**src/hdl/pfmlp_pkg.sv**
```systemverilog
// constants, types and helpers shared by the pad function mux
package pfmlp_pkg;

    // ------------------------------------------------------------------
    // pads and selection codes
    // ------------------------------------------------------------------
    localparam int NPAD   = 7;
    localparam int CODE_W = 4;
    localparam int NCODE  = 16;
    localparam int ADDR_W = 8;
    localparam int DATA_W = 32;

    // pad 0 carries general_io_bit_three, pad 6 the ninth io bit
    localparam int PAD_GENERAL_IO_BIT_THREE = 0;

    localparam logic [CODE_W-1:0] DEFAULT_CODE = 4'h0;
    localparam logic [CODE_W-1:0] ADC_CODE     = 4'hF;

    // pads that share a cell with a converter channel
    localparam logic [NPAD-1:0] ANALOG_PADS = 7'h07;

    // per pad, one bit per code: function may drive / may receive
    localparam logic [NCODE-1:0] PAD_OUT_OK [NPAD] = '{
        16'h0041, 16'h0001, 16'h0041, 16'h0021,
        16'h2C09, 16'h0081, 16'h00C9};
    localparam logic [NCODE-1:0] PAD_IN_OK [NPAD] = '{
        16'h0011, 16'h0051, 16'h00D1, 16'h00D9,
        16'h0001, 16'h1041, 16'h10C1};

    // ------------------------------------------------------------------
    // sleep pad modes
    // ------------------------------------------------------------------
    typedef enum logic [1:0] {SLP_HIZ, SLP_PULL, SLP_DRIVE} pfmlp_slp_e;

    localparam int SLP_LVL_BIT = 2;

    // ------------------------------------------------------------------
    // register map
    // ------------------------------------------------------------------
    localparam logic [ADDR_W-1:0] SEL_BASE   = 8'h00;
    localparam logic [ADDR_W-1:0] SLP_BASE   = 8'h20;
    localparam logic [ADDR_W-1:0] STAT_ADDR  = 8'h40;
    localparam int                REG_STRIDE = 4;

    localparam int ST_STRAP = 0;
    localparam int ST_EXTCK = 1;
    localparam int ST_SENSD = 2;
    localparam int ST_BOOTD = 3;
    localparam int ST_DSLP  = 4;
    localparam int ST_HIB   = 5;

    // ------------------------------------------------------------------
    // timing
    // ------------------------------------------------------------------
    localparam int CLK_MHZ       = 250;
    localparam int SENSE_W       = 15;
    localparam int SENSE_HIGH_NS = 40000;
    localparam int SENSE_WIN_NS  = 80000;
    localparam int SENSE_HIGH_CYC = (SENSE_HIGH_NS * CLK_MHZ + 999) / 1000;
    localparam int SENSE_WIN_CYC  = (SENSE_WIN_NS * CLK_MHZ) / 1000;
    localparam logic [2:0] BOOT_CYC = 3'h4;

    // ------------------------------------------------------------------
    // helpers
    // ------------------------------------------------------------------
    function automatic logic code_ok(input int p,
                                     input logic [CODE_W-1:0] c);
        return PAD_OUT_OK[p][c] | PAD_IN_OK[p][c] |
               ((c == ADC_CODE) & ANALOG_PADS[p]);
    endfunction

    function automatic logic [ADDR_W-1:0] reg_addr(
        input logic [ADDR_W-1:0] base, input int i);
        return base + ADDR_W'(i * REG_STRIDE);
    endfunction

endpackage

```
**src/hdl/pfmlp_clk_sense.sv**
```systemverilog
// senses a pullup on the slow crystal output pad after reset
`timescale 1ns/100ps
module pfmlp_clk_sense
    import pfmlp_pkg::*;
#(
    parameter logic [SENSE_W-1:0] HIGH_CYC = SENSE_W'(SENSE_HIGH_CYC),
    parameter logic [SENSE_W-1:0] WIN_CYC  = SENSE_W'(SENSE_WIN_CYC)
) (
    input  wire logic sys_clk_i,
    input  wire logic rst_n_i,
    input  wire logic level_i,
    output logic      ext_clk_o,
    output logic      done_o
);
    logic [SENSE_W-1:0] hi_cnt_r;
    logic [SENSE_W-1:0] hi_cnt_nxt;
    logic [SENSE_W-1:0] win_cnt_r;
    logic [SENSE_W-1:0] win_cnt_nxt;
    logic               ext_r;
    logic               ext_nxt;
    logic               done_r;
    logic               done_nxt;

    // a running crystal toggles, a pullup stays high for HIGH_CYC cycles in a row inside the WIN_CYC window
    always_comb
    begin
        hi_cnt_nxt  = hi_cnt_r;
        win_cnt_nxt = win_cnt_r;
        ext_nxt     = ext_r;
        done_nxt    = done_r;
        if (!done_r)
        begin
            win_cnt_nxt = win_cnt_r + 1'b1;
            hi_cnt_nxt  = level_i ? hi_cnt_r + 1'b1 : '0;
            if (level_i && hi_cnt_r + 1'b1 >= HIGH_CYC)
                ext_nxt = 1'b1;
            if (win_cnt_r + 1'b1 >= WIN_CYC || ext_nxt)
                done_nxt = 1'b1;
        end
    end

    always_ff @(posedge sys_clk_i or negedge rst_n_i)
    begin
        if (!rst_n_i)
        begin
            hi_cnt_r  <= '0;
            win_cnt_r <= '0;
            ext_r     <= 1'b0;
            done_r    <= 1'b0;
        end
        else
        begin
            hi_cnt_r  <= hi_cnt_nxt;
            win_cnt_r <= win_cnt_nxt;
            ext_r     <= ext_nxt;
            done_r    <= done_nxt;
        end
    end

    assign ext_clk_o = ext_r;
    assign done_o    = done_r;
endmodule // pfmlp_clk_sense

```
**src/hdl/pfmlp_sync.sv**
```systemverilog
// two flip-flop synchroniser for pad inputs
`timescale 1ns/100ps
module pfmlp_sync #(
    parameter int W = 1
) (
    input  wire logic         sys_clk_i,
    input  wire logic         rst_n_i,
    input  wire logic [W-1:0] async_i,
    output logic      [W-1:0] sync_o
);
    logic [W-1:0] meta_r;
    logic [W-1:0] meta_nxt;
    logic [W-1:0] sync_r;
    logic [W-1:0] sync_nxt;

    always_comb
    begin
        meta_nxt = async_i;
        sync_nxt = meta_r;
    end

    always_ff @(posedge sys_clk_i or negedge rst_n_i)
    begin
        if (!rst_n_i)
        begin
            meta_r <= '0;
            sync_r <= '0;
        end
        else
        begin
            meta_r <= meta_nxt;
            sync_r <= sync_nxt;
        end
    end

    assign sync_o = sync_r;
endmodule // pfmlp_sync

```
**src/hdl/pfmlp_top.sv**
```systemverilog
// pad function mux with reset, sleep, strap and clock-sense handling
//
// Design decisions made here: the register addresses and the address-and-strobe port.
`timescale 1ns/100ps
module pfmlp_top
    import pfmlp_pkg::*;
#(
    parameter logic [SENSE_W-1:0] SENSE_HIGH = SENSE_W'(SENSE_HIGH_CYC),
    parameter logic [SENSE_W-1:0] SENSE_WIN  = SENSE_W'(SENSE_WIN_CYC)
) (
    input  wire logic                        sys_clk_i,
    input  wire logic                        rst_n_i,
    input  wire logic [ADDR_W-1:0]           addr_i,
    input  wire logic [DATA_W-1:0]           wdata_i,
    input  wire logic                        wr_i,
    input  wire logic                        rd_i,
    output logic      [DATA_W-1:0]           rdata_o,
    input  wire logic                        low_power_deep_sleep_i,
    input  wire logic                        hibernate_i,
    input  wire logic [NPAD-1:0][NCODE-1:0]  fn_out_i,
    input  wire logic [NPAD-1:0][NCODE-1:0]  fn_oe_i,
    output logic      [NPAD-1:0][NCODE-1:0]  fn_in_o,
    input  wire logic [NPAD-1:0]             pad_in_i,
    output logic      [NPAD-1:0]             pad_out_o,
    output logic      [NPAD-1:0]             pad_oe_n_o,
    output logic      [NPAD-1:0]             pad_pull_en_o,
    output logic      [NPAD-1:0]             pad_pull_up_o,
    output logic      [NPAD-1:0]             analog_connect_o,
    input  wire logic                        strap_pad_in_i,
    output logic                             strap_out_o,
    output logic                             strap_oe_n_o,
    output logic                             strap_pull_dn_o,
    input  wire logic                        xtal_out_pad_i,
    output logic                             slow_clk_other_pad_o,
    input  wire logic [1:0]                  ant_sel_i,
    output logic      [1:0]                  ant_sel_o
);

    // ------------------------------------------------------------------
    // pad input synchronisers
    // ------------------------------------------------------------------
    logic [NPAD-1:0] pad_sync;
    logic [1:0]      misc_sync;
    logic            ext_clk;
    logic            sense_done;

    pfmlp_sync #(
        .W         (NPAD)
    ) u_pad_sync (
        .sys_clk_i (sys_clk_i),
        .rst_n_i   (rst_n_i),
        .async_i   (pad_in_i),
        .sync_o    (pad_sync)
    );

    pfmlp_sync #(
        .W         (2)
    ) u_misc_sync (
        .sys_clk_i (sys_clk_i),
        .rst_n_i   (rst_n_i),
        .async_i   ({xtal_out_pad_i, strap_pad_in_i}),
        .sync_o    (misc_sync)
    );

    pfmlp_clk_sense #(
        .HIGH_CYC  (SENSE_HIGH),
        .WIN_CYC   (SENSE_WIN)
    ) u_clk_sense (
        .sys_clk_i (sys_clk_i),
        .rst_n_i   (rst_n_i),
        .level_i   (misc_sync[1]),
        .ext_clk_o (ext_clk),
        .done_o    (sense_done)
    );

    // ------------------------------------------------------------------
    // register file
    // ------------------------------------------------------------------
    logic [CODE_W-1:0] sel_r     [NPAD];
    logic [CODE_W-1:0] sel_nxt   [NPAD];
    pfmlp_slp_e        slp_r     [NPAD];
    pfmlp_slp_e        slp_nxt   [NPAD];
    logic [NPAD-1:0]   lvl_r;
    logic [NPAD-1:0]   lvl_nxt;
    logic [DATA_W-1:0] rdata_r;
    logic [DATA_W-1:0] rdata_nxt;
    logic              strap_cap_r;
    logic              boot_done_r;
    logic              sleep;

    assign sleep = low_power_deep_sleep_i | hibernate_i;

    always_comb
    begin
        rdata_nxt = '0;
        lvl_nxt   = lvl_r;
        for (int i = 0; i < NPAD; i++)
        begin
            sel_nxt[i] = sel_r[i];
            slp_nxt[i] = slp_r[i];
            // codes a pad does not offer are ignored
            if (wr_i && addr_i == reg_addr(SEL_BASE, i) &&
                code_ok(i, wdata_i[CODE_W-1:0]))
                sel_nxt[i] = wdata_i[CODE_W-1:0];
            if (wr_i && addr_i == reg_addr(SLP_BASE, i))
            begin
                unique case (wdata_i[1:0])
                    2'h1:    slp_nxt[i] = SLP_PULL;
                    2'h2:    slp_nxt[i] = SLP_DRIVE;
                    default: slp_nxt[i] = SLP_HIZ;
                endcase
                lvl_nxt[i] = wdata_i[SLP_LVL_BIT];
            end
            if (rd_i && addr_i == reg_addr(SEL_BASE, i))
                rdata_nxt = DATA_W'(sel_r[i]);
            if (rd_i && addr_i == reg_addr(SLP_BASE, i))
                rdata_nxt = DATA_W'({lvl_r[i], slp_r[i]});
        end
        if (rd_i && addr_i == STAT_ADDR)
        begin
            rdata_nxt[ST_STRAP] = strap_cap_r;
            rdata_nxt[ST_EXTCK] = ext_clk;
            rdata_nxt[ST_SENSD] = sense_done;
            rdata_nxt[ST_BOOTD] = boot_done_r;
            rdata_nxt[ST_DSLP]  = low_power_deep_sleep_i;
            rdata_nxt[ST_HIB]   = hibernate_i;
        end
    end

    always_ff @(posedge sys_clk_i or negedge rst_n_i)
    begin
        if (!rst_n_i)
        begin
            for (int i = 0; i < NPAD; i++)
            begin
                sel_r[i] <= DEFAULT_CODE;
                slp_r[i] <= SLP_HIZ;
            end
            lvl_r   <= '0;
            rdata_r <= '0;
        end
        else
        begin
            sel_r   <= sel_nxt;
            slp_r   <= slp_nxt;
            lvl_r   <= lvl_nxt;
            rdata_r <= rdata_nxt;
        end
    end

    assign rdata_o = rdata_r;

    // ------------------------------------------------------------------
    // pad routing
    // ------------------------------------------------------------------
    logic [NPAD-1:0]            out_r;
    logic [NPAD-1:0]            out_nxt;
    logic [NPAD-1:0]            oe_n_r;
    logic [NPAD-1:0]            oe_n_nxt;
    logic [NPAD-1:0]            pull_r;
    logic [NPAD-1:0]            pull_nxt;
    logic [NPAD-1:0]            pup_r;
    logic [NPAD-1:0]            pup_nxt;
    logic [NPAD-1:0]            ana_r;
    logic [NPAD-1:0]            ana_nxt;
    logic [NPAD-1:0][NCODE-1:0] fin_r;
    logic [NPAD-1:0][NCODE-1:0] fin_nxt;

    always_comb
    begin
        logic [CODE_W-1:0] c;
        c        = '0;
        out_nxt  = '0;
        oe_n_nxt = '1;
        pull_nxt = '0;
        pup_nxt  = '0;
        ana_nxt  = '0;
        fin_nxt  = '0;
        for (int i = 0; i < NPAD; i++)
        begin
            c = sel_r[i];
            if (sleep)
            begin
                // sleep setting overrides the active selection
                unique case (slp_r[i])
                    SLP_DRIVE:
                    begin
                        out_nxt[i]  = lvl_r[i];
                        oe_n_nxt[i] = 1'b0;
                    end
                    SLP_PULL:
                    begin
                        pull_nxt[i] = 1'b1;
                        pup_nxt[i]  = lvl_r[i];
                    end
                    SLP_HIZ:
                        oe_n_nxt[i] = 1'b1;
                endcase
            end
            else if (c == ADC_CODE && ANALOG_PADS[i])
                ana_nxt[i] = 1'b1;
            else
            begin
                out_nxt[i] = fn_out_i[i][c];
                if (PAD_OUT_OK[i][c] &&
                    (!PAD_IN_OK[i][c] || fn_oe_i[i][c]))
                    oe_n_nxt[i] = 1'b0;
                if (PAD_IN_OK[i][c])
                    fin_nxt[i][c] = pad_sync[i];
            end
        end
    end

    always_ff @(posedge sys_clk_i or negedge rst_n_i)
    begin
        if (!rst_n_i)
        begin
            out_r  <= '0;
            oe_n_r <= '1;
            pull_r <= '0;
            pup_r  <= '0;
            ana_r  <= '0;
            fin_r  <= '0;
        end
        else
        begin
            out_r  <= out_nxt;
            oe_n_r <= oe_n_nxt;
            pull_r <= pull_nxt;
            pup_r  <= pup_nxt;
            ana_r  <= ana_nxt;
            fin_r  <= fin_nxt;
        end
    end

    assign pad_out_o        = out_r;
    assign pad_oe_n_o       = oe_n_r;
    assign pad_pull_en_o    = pull_r;
    assign pad_pull_up_o    = pup_r;
    assign analog_connect_o = ana_r;
    assign fn_in_o          = fin_r;

    // ------------------------------------------------------------------
    // strap / oscillator enable pad, antenna select, slow clock
    // ------------------------------------------------------------------
    logic [2:0] boot_cnt_r;
    logic [2:0] boot_cnt_nxt;
    logic       boot_done_nxt;
    logic       strap_cap_nxt;
    logic       st_oe_n_r;
    logic       st_oe_n_nxt;
    logic       st_pd_r;
    logic       st_pd_nxt;
    logic [1:0] ant_r;
    logic [1:0] ant_nxt;

    // strap is read while the pad floats, then the pad turns output
    always_comb
    begin
        boot_cnt_nxt  = boot_cnt_r;
        boot_done_nxt = boot_done_r;
        strap_cap_nxt = strap_cap_r;
        ant_nxt       = ant_sel_i;
        if (!boot_done_r)
        begin
            boot_cnt_nxt = boot_cnt_r + 1'b1;
            if (boot_cnt_r + 1'b1 >= BOOT_CYC)
            begin
                boot_done_nxt = 1'b1;
                strap_cap_nxt = misc_sync[0];
            end
        end
        if (!boot_done_nxt || hibernate_i)
        begin
            st_oe_n_nxt = 1'b1;
            st_pd_nxt   = 1'b1;
        end
        else
        begin
            st_oe_n_nxt = 1'b0;
            st_pd_nxt   = 1'b0;
        end
    end

    always_ff @(posedge sys_clk_i or negedge rst_n_i)
    begin
        if (!rst_n_i)
        begin
            boot_cnt_r  <= '0;
            boot_done_r <= 1'b0;
            strap_cap_r <= 1'b0;
            st_oe_n_r   <= 1'b1;
            st_pd_r     <= 1'b1;
            ant_r       <= '0;
        end
        else
        begin
            boot_cnt_r  <= boot_cnt_nxt;
            boot_done_r <= boot_done_nxt;
            strap_cap_r <= strap_cap_nxt;
            st_oe_n_r   <= st_oe_n_nxt;
            st_pd_r     <= st_pd_nxt;
            ant_r       <= ant_nxt;
        end
    end

    assign strap_out_o          = 1'b1;
    assign strap_oe_n_o         = st_oe_n_r;
    assign strap_pull_dn_o      = st_pd_r;
    assign ant_sel_o            = ant_r;
    assign slow_clk_other_pad_o = ext_clk;

endmodule // pfmlp_top

```
**config.mk**
```make
export PLATFORM = sky130hd
export DESIGN_NAME = pfmlp_top
export DESIGN_NICKNAME = d
export VERILOG_FILES = /design/src/hdl/pfmlp_pkg.sv /design/src/hdl/pfmlp_clk_sense.sv /design/src/hdl/pfmlp_sync.sv /design/src/hdl/pfmlp_top.sv
export SDC_FILE = /design/constraint.sdc
export NUM_CORES = 1
export LEC_CHECK = 0
export ABC_CLOCK_PERIOD_IN_PS = 2020
export BUFFER_PORTS_ARGS = -buffer_cell sky130_fd_sc_hd__buf_2
export CORE_AREA = 8 8 173 175
export CTS_BUF_LIST = sky130_fd_sc_hd__clkbuf_4 sky130_fd_sc_hd__clkbuf_8
export DETAILED_ROUTE_END_ITERATION = 16
export DIE_AREA = 0 0 181 183
export GPL_TIMING_DRIVEN = 1
export PLACE_DENSITY_LB_ADDON = 0.2
export SYNTH_ARGS = -nofsm -noshare
export SYNTH_HDL_FRONTEND = slang
export SYNTH_HIERARCHICAL = 1
export SYNTH_SLANG_ARGS = --single-unit
```
**constraint.sdc**
```tcl
create_clock -name sys_clk_i -period 2.02 [get_ports sys_clk_i]
set_clock_uncertainty 0.05 [all_clocks]
set_input_delay 0.303 -clock sys_clk_i [delete_from_list [all_inputs] [get_ports sys_clk_i]]
set_output_delay 0.303 -clock sys_clk_i [all_outputs]
set_load 0.05 [all_outputs]
```
* Word level (Yosys, flattened, before mapping)
Memories as Yosys holds them, arrays and structs flattened. Cells that the tools add are included.
Operators by class: add/subtract/negate cells 3, magnitude comparators 18, equality and inequality tests 34, muxes and demuxes 184, bitwise operators 19, reductions and logical operators 70
Operator list (count):
- 32-bit 2-to-1 mux | 10
- 16-bit 2-to-1 mux | 17
- 1-bit 2-to-1 mux | 129
- 16-bit bitwise AND | 7
- 1-bit binary-select mux with 4-bit select | 14
- 8-bit by 6-bit == test with 1-bit output (second input constant) | 7
- 1-bit logical AND | 51
- 4-bit by 5-bit < comparator with 1-bit output (second input constant) | 8
- 15-bit by 1-bit adder with 15-bit output (second input constant) | 2
- 1-bit demux with 4-bit select | 7
- 4-bit by 1-bit >= comparator with 1-bit output (second input constant) | 7
- 8-bit by 5-bit == test with 1-bit output (second input constant) | 3
- 2-bit by 1-bit == test with 1-bit output (second input constant) | 8
- 2-bit == test (second input constant) | 8
- 4-bit == test (second input constant) | 4
- 8-bit by 4-bit == test with 1-bit output (second input constant) | 2
- 4-bit 2-to-1 mux | 4
- 15-bit by 14-bit >= comparator with 1-bit output (second input constant) | 1
- 15-bit >= comparator (second input constant) | 1
- 15-bit 2-to-1 mux | 1
- 1-bit OR | 11
- 1-bit logical OR | 9
- 8-bit by 3-bit == test with 1-bit output (second input constant) | 1
- 8-bit by 7-bit == test with 1-bit output (second input constant) | 1
- other kinds (8) | 15
Word-level totals: flip-flop bits (word level) 282, ROM bits 416, bits of input ports 281, output and inout bits 185, logic and storage cells 401, memories 26
Memory list:
- (name not given) | words 16, bits a word 1, read ports 1, clocked after memory_dff 0, wr ports 0, line pfmlp_top.sv:208 | if (PAD_IN_OK[i][c])
- (name not given) | words 16, bits a word 1, read ports 1, clocked after memory_dff 0, wr ports 0, line pfmlp_top.sv:205 | if (PAD_OUT_OK[i][c] &&
- (name not given) | words 16, bits a word 1, read ports 1, clocked after memory_dff 0, wr ports 0, line pfmlp_top.sv:208
- (name not given) | words 16, bits a word 1, read ports 1, clocked after memory_dff 0, wr ports 0, line pfmlp_top.sv:205
- (name not given) | words 16, bits a word 1, read ports 1, clocked after memory_dff 0, wr ports 0, line pfmlp_top.sv:208
- (name not given) | words 16, bits a word 1, read ports 1, clocked after memory_dff 0, wr ports 0, line pfmlp_top.sv:205
- 20 more memories

* Logic depth before layout (Yosys ltp)
depth after elaboration 17, gate-level depth with buffers 8, depth with buffers taken out 7

* Hierarchy
The synthesis kept the hierarchy.
By module, submodules not included:
- pfmlp_top | instances 1, cells an instance 686, area an instance 9026.2 µm², seq. area each 5165.0 µm²
- pfmlp_clk_sense | instances 1, cells an instance 208, area an instance 1871.8 µm², seq. area each 800.8 µm²
- pfmlp_sync at u_pad_sync | instances 1, cells an instance 14, area an instance 350.3 µm², seq. area each 350.3 µm²
- pfmlp_sync at u_misc_sync | instances 1, cells an instance 4, area an instance 100.1 µm², seq. area each 100.1 µm²

* Least setup slack after synthesis
OpenSTA, ideal clock, no wires.
kind register to register, start register sel_r[0] (netlist bit), end register out_r[6] (netlist: pad_out_o[6]), library setup time 0.121 ns, data arrival time 1.892 ns, data required time 1.849 ns, slack -0.043 ns, cell stages (with the launch flop) 5, buffers on the path 1, period minus slack after synthesis 2.063 ns, cells stage by stage dfrtp_1 > clkbuf_1 > mux4_2 > mux4_2 > a22o_1
On the way: cells in the longest elaborated chain, start to end 3
Ends and longest elaborated chain:
- start, declared | line pfmlp_top.sv:79 | logic [CODE_W-1:0] sel_r [NPAD];
- start signal, assigned | line pfmlp_top.sv:144 | sel_r <= sel_nxt;
- 1-bit binary-select mux with 4-bit select | line pfmlp_top.sv:204 | out_nxt[i] = fn_out_i[i][c];
- 1-bit 2-to-1 mux (implied by the code) | line pfmlp_top.sv:204
- 1-bit 2-to-1 mux | line pfmlp_top.sv:182 | if (sleep)
- named net out_nxt[6] | line pfmlp_top.sv:157 | logic [NPAD-1:0] out_nxt;
- end signal, assigned | line pfmlp_top.sv:227 | out_r <= out_nxt;
- end, declared | line pfmlp_top.sv:156 | logic [NPAD-1:0] out_r;
The timed path passes the listed nets, and every way through them passes these cells. The select of a mux whose other input is x is not followed. A chain may end at the register's enable or synchronous reset.

* Worst setup path after layout
start register sel_r[8] (netlist bit), end register out_r[4] (netlist: pad_out_o[4])
Same word-level chain as after synthesis.

==> metrics.txt <==
outcome finished, final reports clean; static leakage 7.63 nW; Syn. warnings 6; vias in the first global route roughly 9,400; number of flops mapped to enable cells by yosys 0; ys flop type dfrtp_1; GPL Wtd Cong between 0.9 and 1; htree depth 2; crit path time final 1.94 ns; fraction of layout cells with a size suffix above 1 0.414; First-pass DRT Iterations 5; cell mode on critical path mux4_2; Synth area leaders dfrtp_1 55%, mux4_2 7.3%, mux2_2 4.3%; Sw Pwr 3.08 mW; Post-synth ARST share 1.00; DRT iter0 DRCs 420; Seq cells post-synth 256; synthesized instance count a little over 900; Hold Path Class in -> reg; Post-Synth Simple-Gate Area 0.136; largest net degree at the start of global routing 75; Cell Area, Placed approximately 14,000 sq um; Clock Power Share 0.425; Peak VDD IR 538 uV; area delta synth->final 34.3%; pre-CTS setup slack -0.0979 ns; Vias slightly below 9,000; CP required around 2.4 ns; clock buffer count from CTS 45; sequential share of power 0.454; slowest stage cell, crit path mux4_2; Switching Fraction 0.261; clock slew at reported path FFs around 0.060 ns; fin area around 15,000 sq um; Worst-Margin Slew 0.668 ns; Max Cap Viol 0; layout net count ~1,700; Final setup viols 0; Cell Chain, Critical Path mux4_2 -> mux4_2 -> a22o_1; Fmax 0.516 GHz; Fin Hold WS around 0.17 ns; CP Capture Type flop; Critical Path Source Type flop; Combinational Power Share 0.121; Die Y between 150 and 200 um; hold path startpoint wdata_i[1]; Rows slightly above 60; CP Class reg -> reg; CTS tree yes; Filler cells between 2,000 and 2,500; grt total ovfl 0; syn_area_per_cell ~12 sq um; post-synthesis mux area share 0.138; Max-slew headroom 0.555; cell-internal power roughly 8.7 mW; Final Util 0.558; Routed WL approximately 32,000 um; Die W 181 um; adder-cell share of the synthesized area 0.0221; CP bufs+invs 0; compound-gate portion of the synthesized area 0.0753; final setup margin between 0.08 and 0.09 ns; initial antenna violation count 3; Cell Area, Synth around 11,000 sq um; first-pass GRT wire length around 51,000 um; clock root cell clkbuf_8; Sink Count roughly 260; main combinational cell family by area after synthesis multiplexers; top post-synthesis cells by count 248 x dfrtp_1, 54 x nand2_1, 48 x nor2_1, 43 x mux2_2, 37 x mux4_2; Synth cell types a little under 70; GRT Total Usage 0.193; RSZ-0062 raised after global routing no; pwr dens 774 nW/um^2; Clock Path Buffers 3; Clock Latency Late Sink about 0.56 ns; final hold violations 0; Worst Path Arrival 2.31 ns; drt wl/cell 18.1 um; DRC violations left 0; CP top delay family multiplexers; io pins 466; CP max stage delay 0.56 ns; Final period util 0.960; post-route ant nets 0; hpwl dp ~25,000 um; Tot Pwr around 12 mW; Max Slew Vio Count 0; sequential cell area fraction in the yosys report 0.565; crit path from sel_r[8]; Critical Path Fanout Max 6; Via density ~5; xor/xnor cell area share of the yosys netlist 0.0170; Starting Density 0.415; worst r2r src sel_r[8]; die area between 30,000 and 40,000 sq um; post-synth top area share 0.547; number of port buffers 312; area of the core 27,300 sq um; most frequent cell after synthesis dfrtp_1; Synth area leader dfrtp_1
==> power by group through the flow <==
stage          sequential [mW]  clock, mW  combinational [mW]
2_1_floorplan             5.79          0               0.506
3_3_place_gp              5.45          0                1.39
3_5_place_dp              5.45          0                1.40
4_1_cts                   5.36       5.19                1.43
5_1_grt                   5.38       5.42                1.53
6_report                  5.36       5.02                1.42
==> cells by family (layout without fill, tap and decap cells) <==
kind of cell	count (synthesis)	in the layout
AND/OR/NAND/NOR	278	278
flip-flops	256	256
AO/OA/AOI/OAI	128	128
multiplexers	105	105
buffers and inverters	101	525
XOR/XNOR	22	22
adder cells (fa/ha/maj)	20	20
other	2	109
==> timing repair <==
| item | CTS | global route |
|---|---|---|
| endpoints found under the setup margin | 0 | 4 |
| gates resized for setup | 0 | 2 |
| hold buffers | 15 | 0 |
| setup buffers | 0 | 0 |
| endpoints found under the hold margin | 73 | 0 |
==> cell usage in the layout, fill, tap and decap left out, types with 8 or more instances in the layout <==
cell           instances
nor3b_1               21
clkbuf_8              57
buf_4                 86
nand4_1               13
a31oi_1                9
and2_1                31
nand3_1               20
inv_1                 25
buf_2                311
mux2i_1               25
xnor2_1               15
nor3_1                21
dfstp_2                8
dlygate4sd3_1         15
mux4_2                37
conb_1               108
ha_1                  20
nand2b_1              12
o21ai_0               30
mux2_2                43
nor2b_1                9
a21o_1                 9
clkbuf_4              16
a21oi_1               25
nor4_1                 9
dfrtp_1              247
nand2_1               54
nor2_1                47
==> tightest hold or removal path: cells and delay by family <==
family,cells,cell delay (ns)
muxes,1,0.13
buffers and inverters,2,0.28
==> final timing paths <==
path	end	cells after the start	slack, ns
max	pad_out_o[4]	3	0.08
min	sel_r[21]	3	0.17
max reg2reg	pad_out_o[4]	3	0.08
min reg2reg	u_pad_sync/sync_o[5]	0	0.30
max in group asynchronous	strap_pull_dn_o	3	0.88
min in group asynchronous	fn_in_o[41]	2	0.28
==> per-layer routing <==
layer  share of wire  vias to the layer above  track usage
met5         0.00071                        -            0
met4           0.026                        4       0.0603
met3           0.072                       62       0.0572
met2            0.49                      300        0.327
met1            0.42                     4311        0.235
li1                -                     4121            -
==> metrics by stage <==
| step | instances | setup TNS [ns] |
|---|---|---|
| 2_1_floorplan | 1018 | 0 |
| 3_3_place_gp | 1692 | -0.369 |
| 3_5_place_dp | 1692 | -0.680 |
| 4_1_cts | 1788 | 0 |
| 5_1_grt | 1789 | 0 |
| 6_report | 1789 | 0 |
==> registers in the layout, indices dropped and copies added, names as in the netlist, 2 cells and up <==
name	cells
analog_connect_o	3
ant_sel_o	2
boot_cnt_r	3
fn_in_o	112
lvl_r	7
pad_oe_n_o	7
pad_out_o	7
pad_pull_en_o	7
pad_pull_up_o	7
rdata_o	6
sel_r	28
slp_r	14
u_clk_sense/hi_cnt_r	15
u_clk_sense/win_cnt_r	15
u_misc_sync/meta_r	2
u_misc_sync/sync_o	2
u_pad_sync/meta_r	7
u_pad_sync/sync_o	7
==> cell type report <==
cell class              instances  area [sq um]  share of cell area
flip-flops and latches        256          6420               0.421
multi-input cells             661          4830               0.317
repair buffers                419          2490               0.163
clock buffers                  73           905              0.0593
well taps                     346           433              0.0284
inverters                      25          93.8             0.00616
clock inverters                 8          78.8             0.00517
diodes                          1          2.50            0.000164
Power figures use the tool's default switching activity.
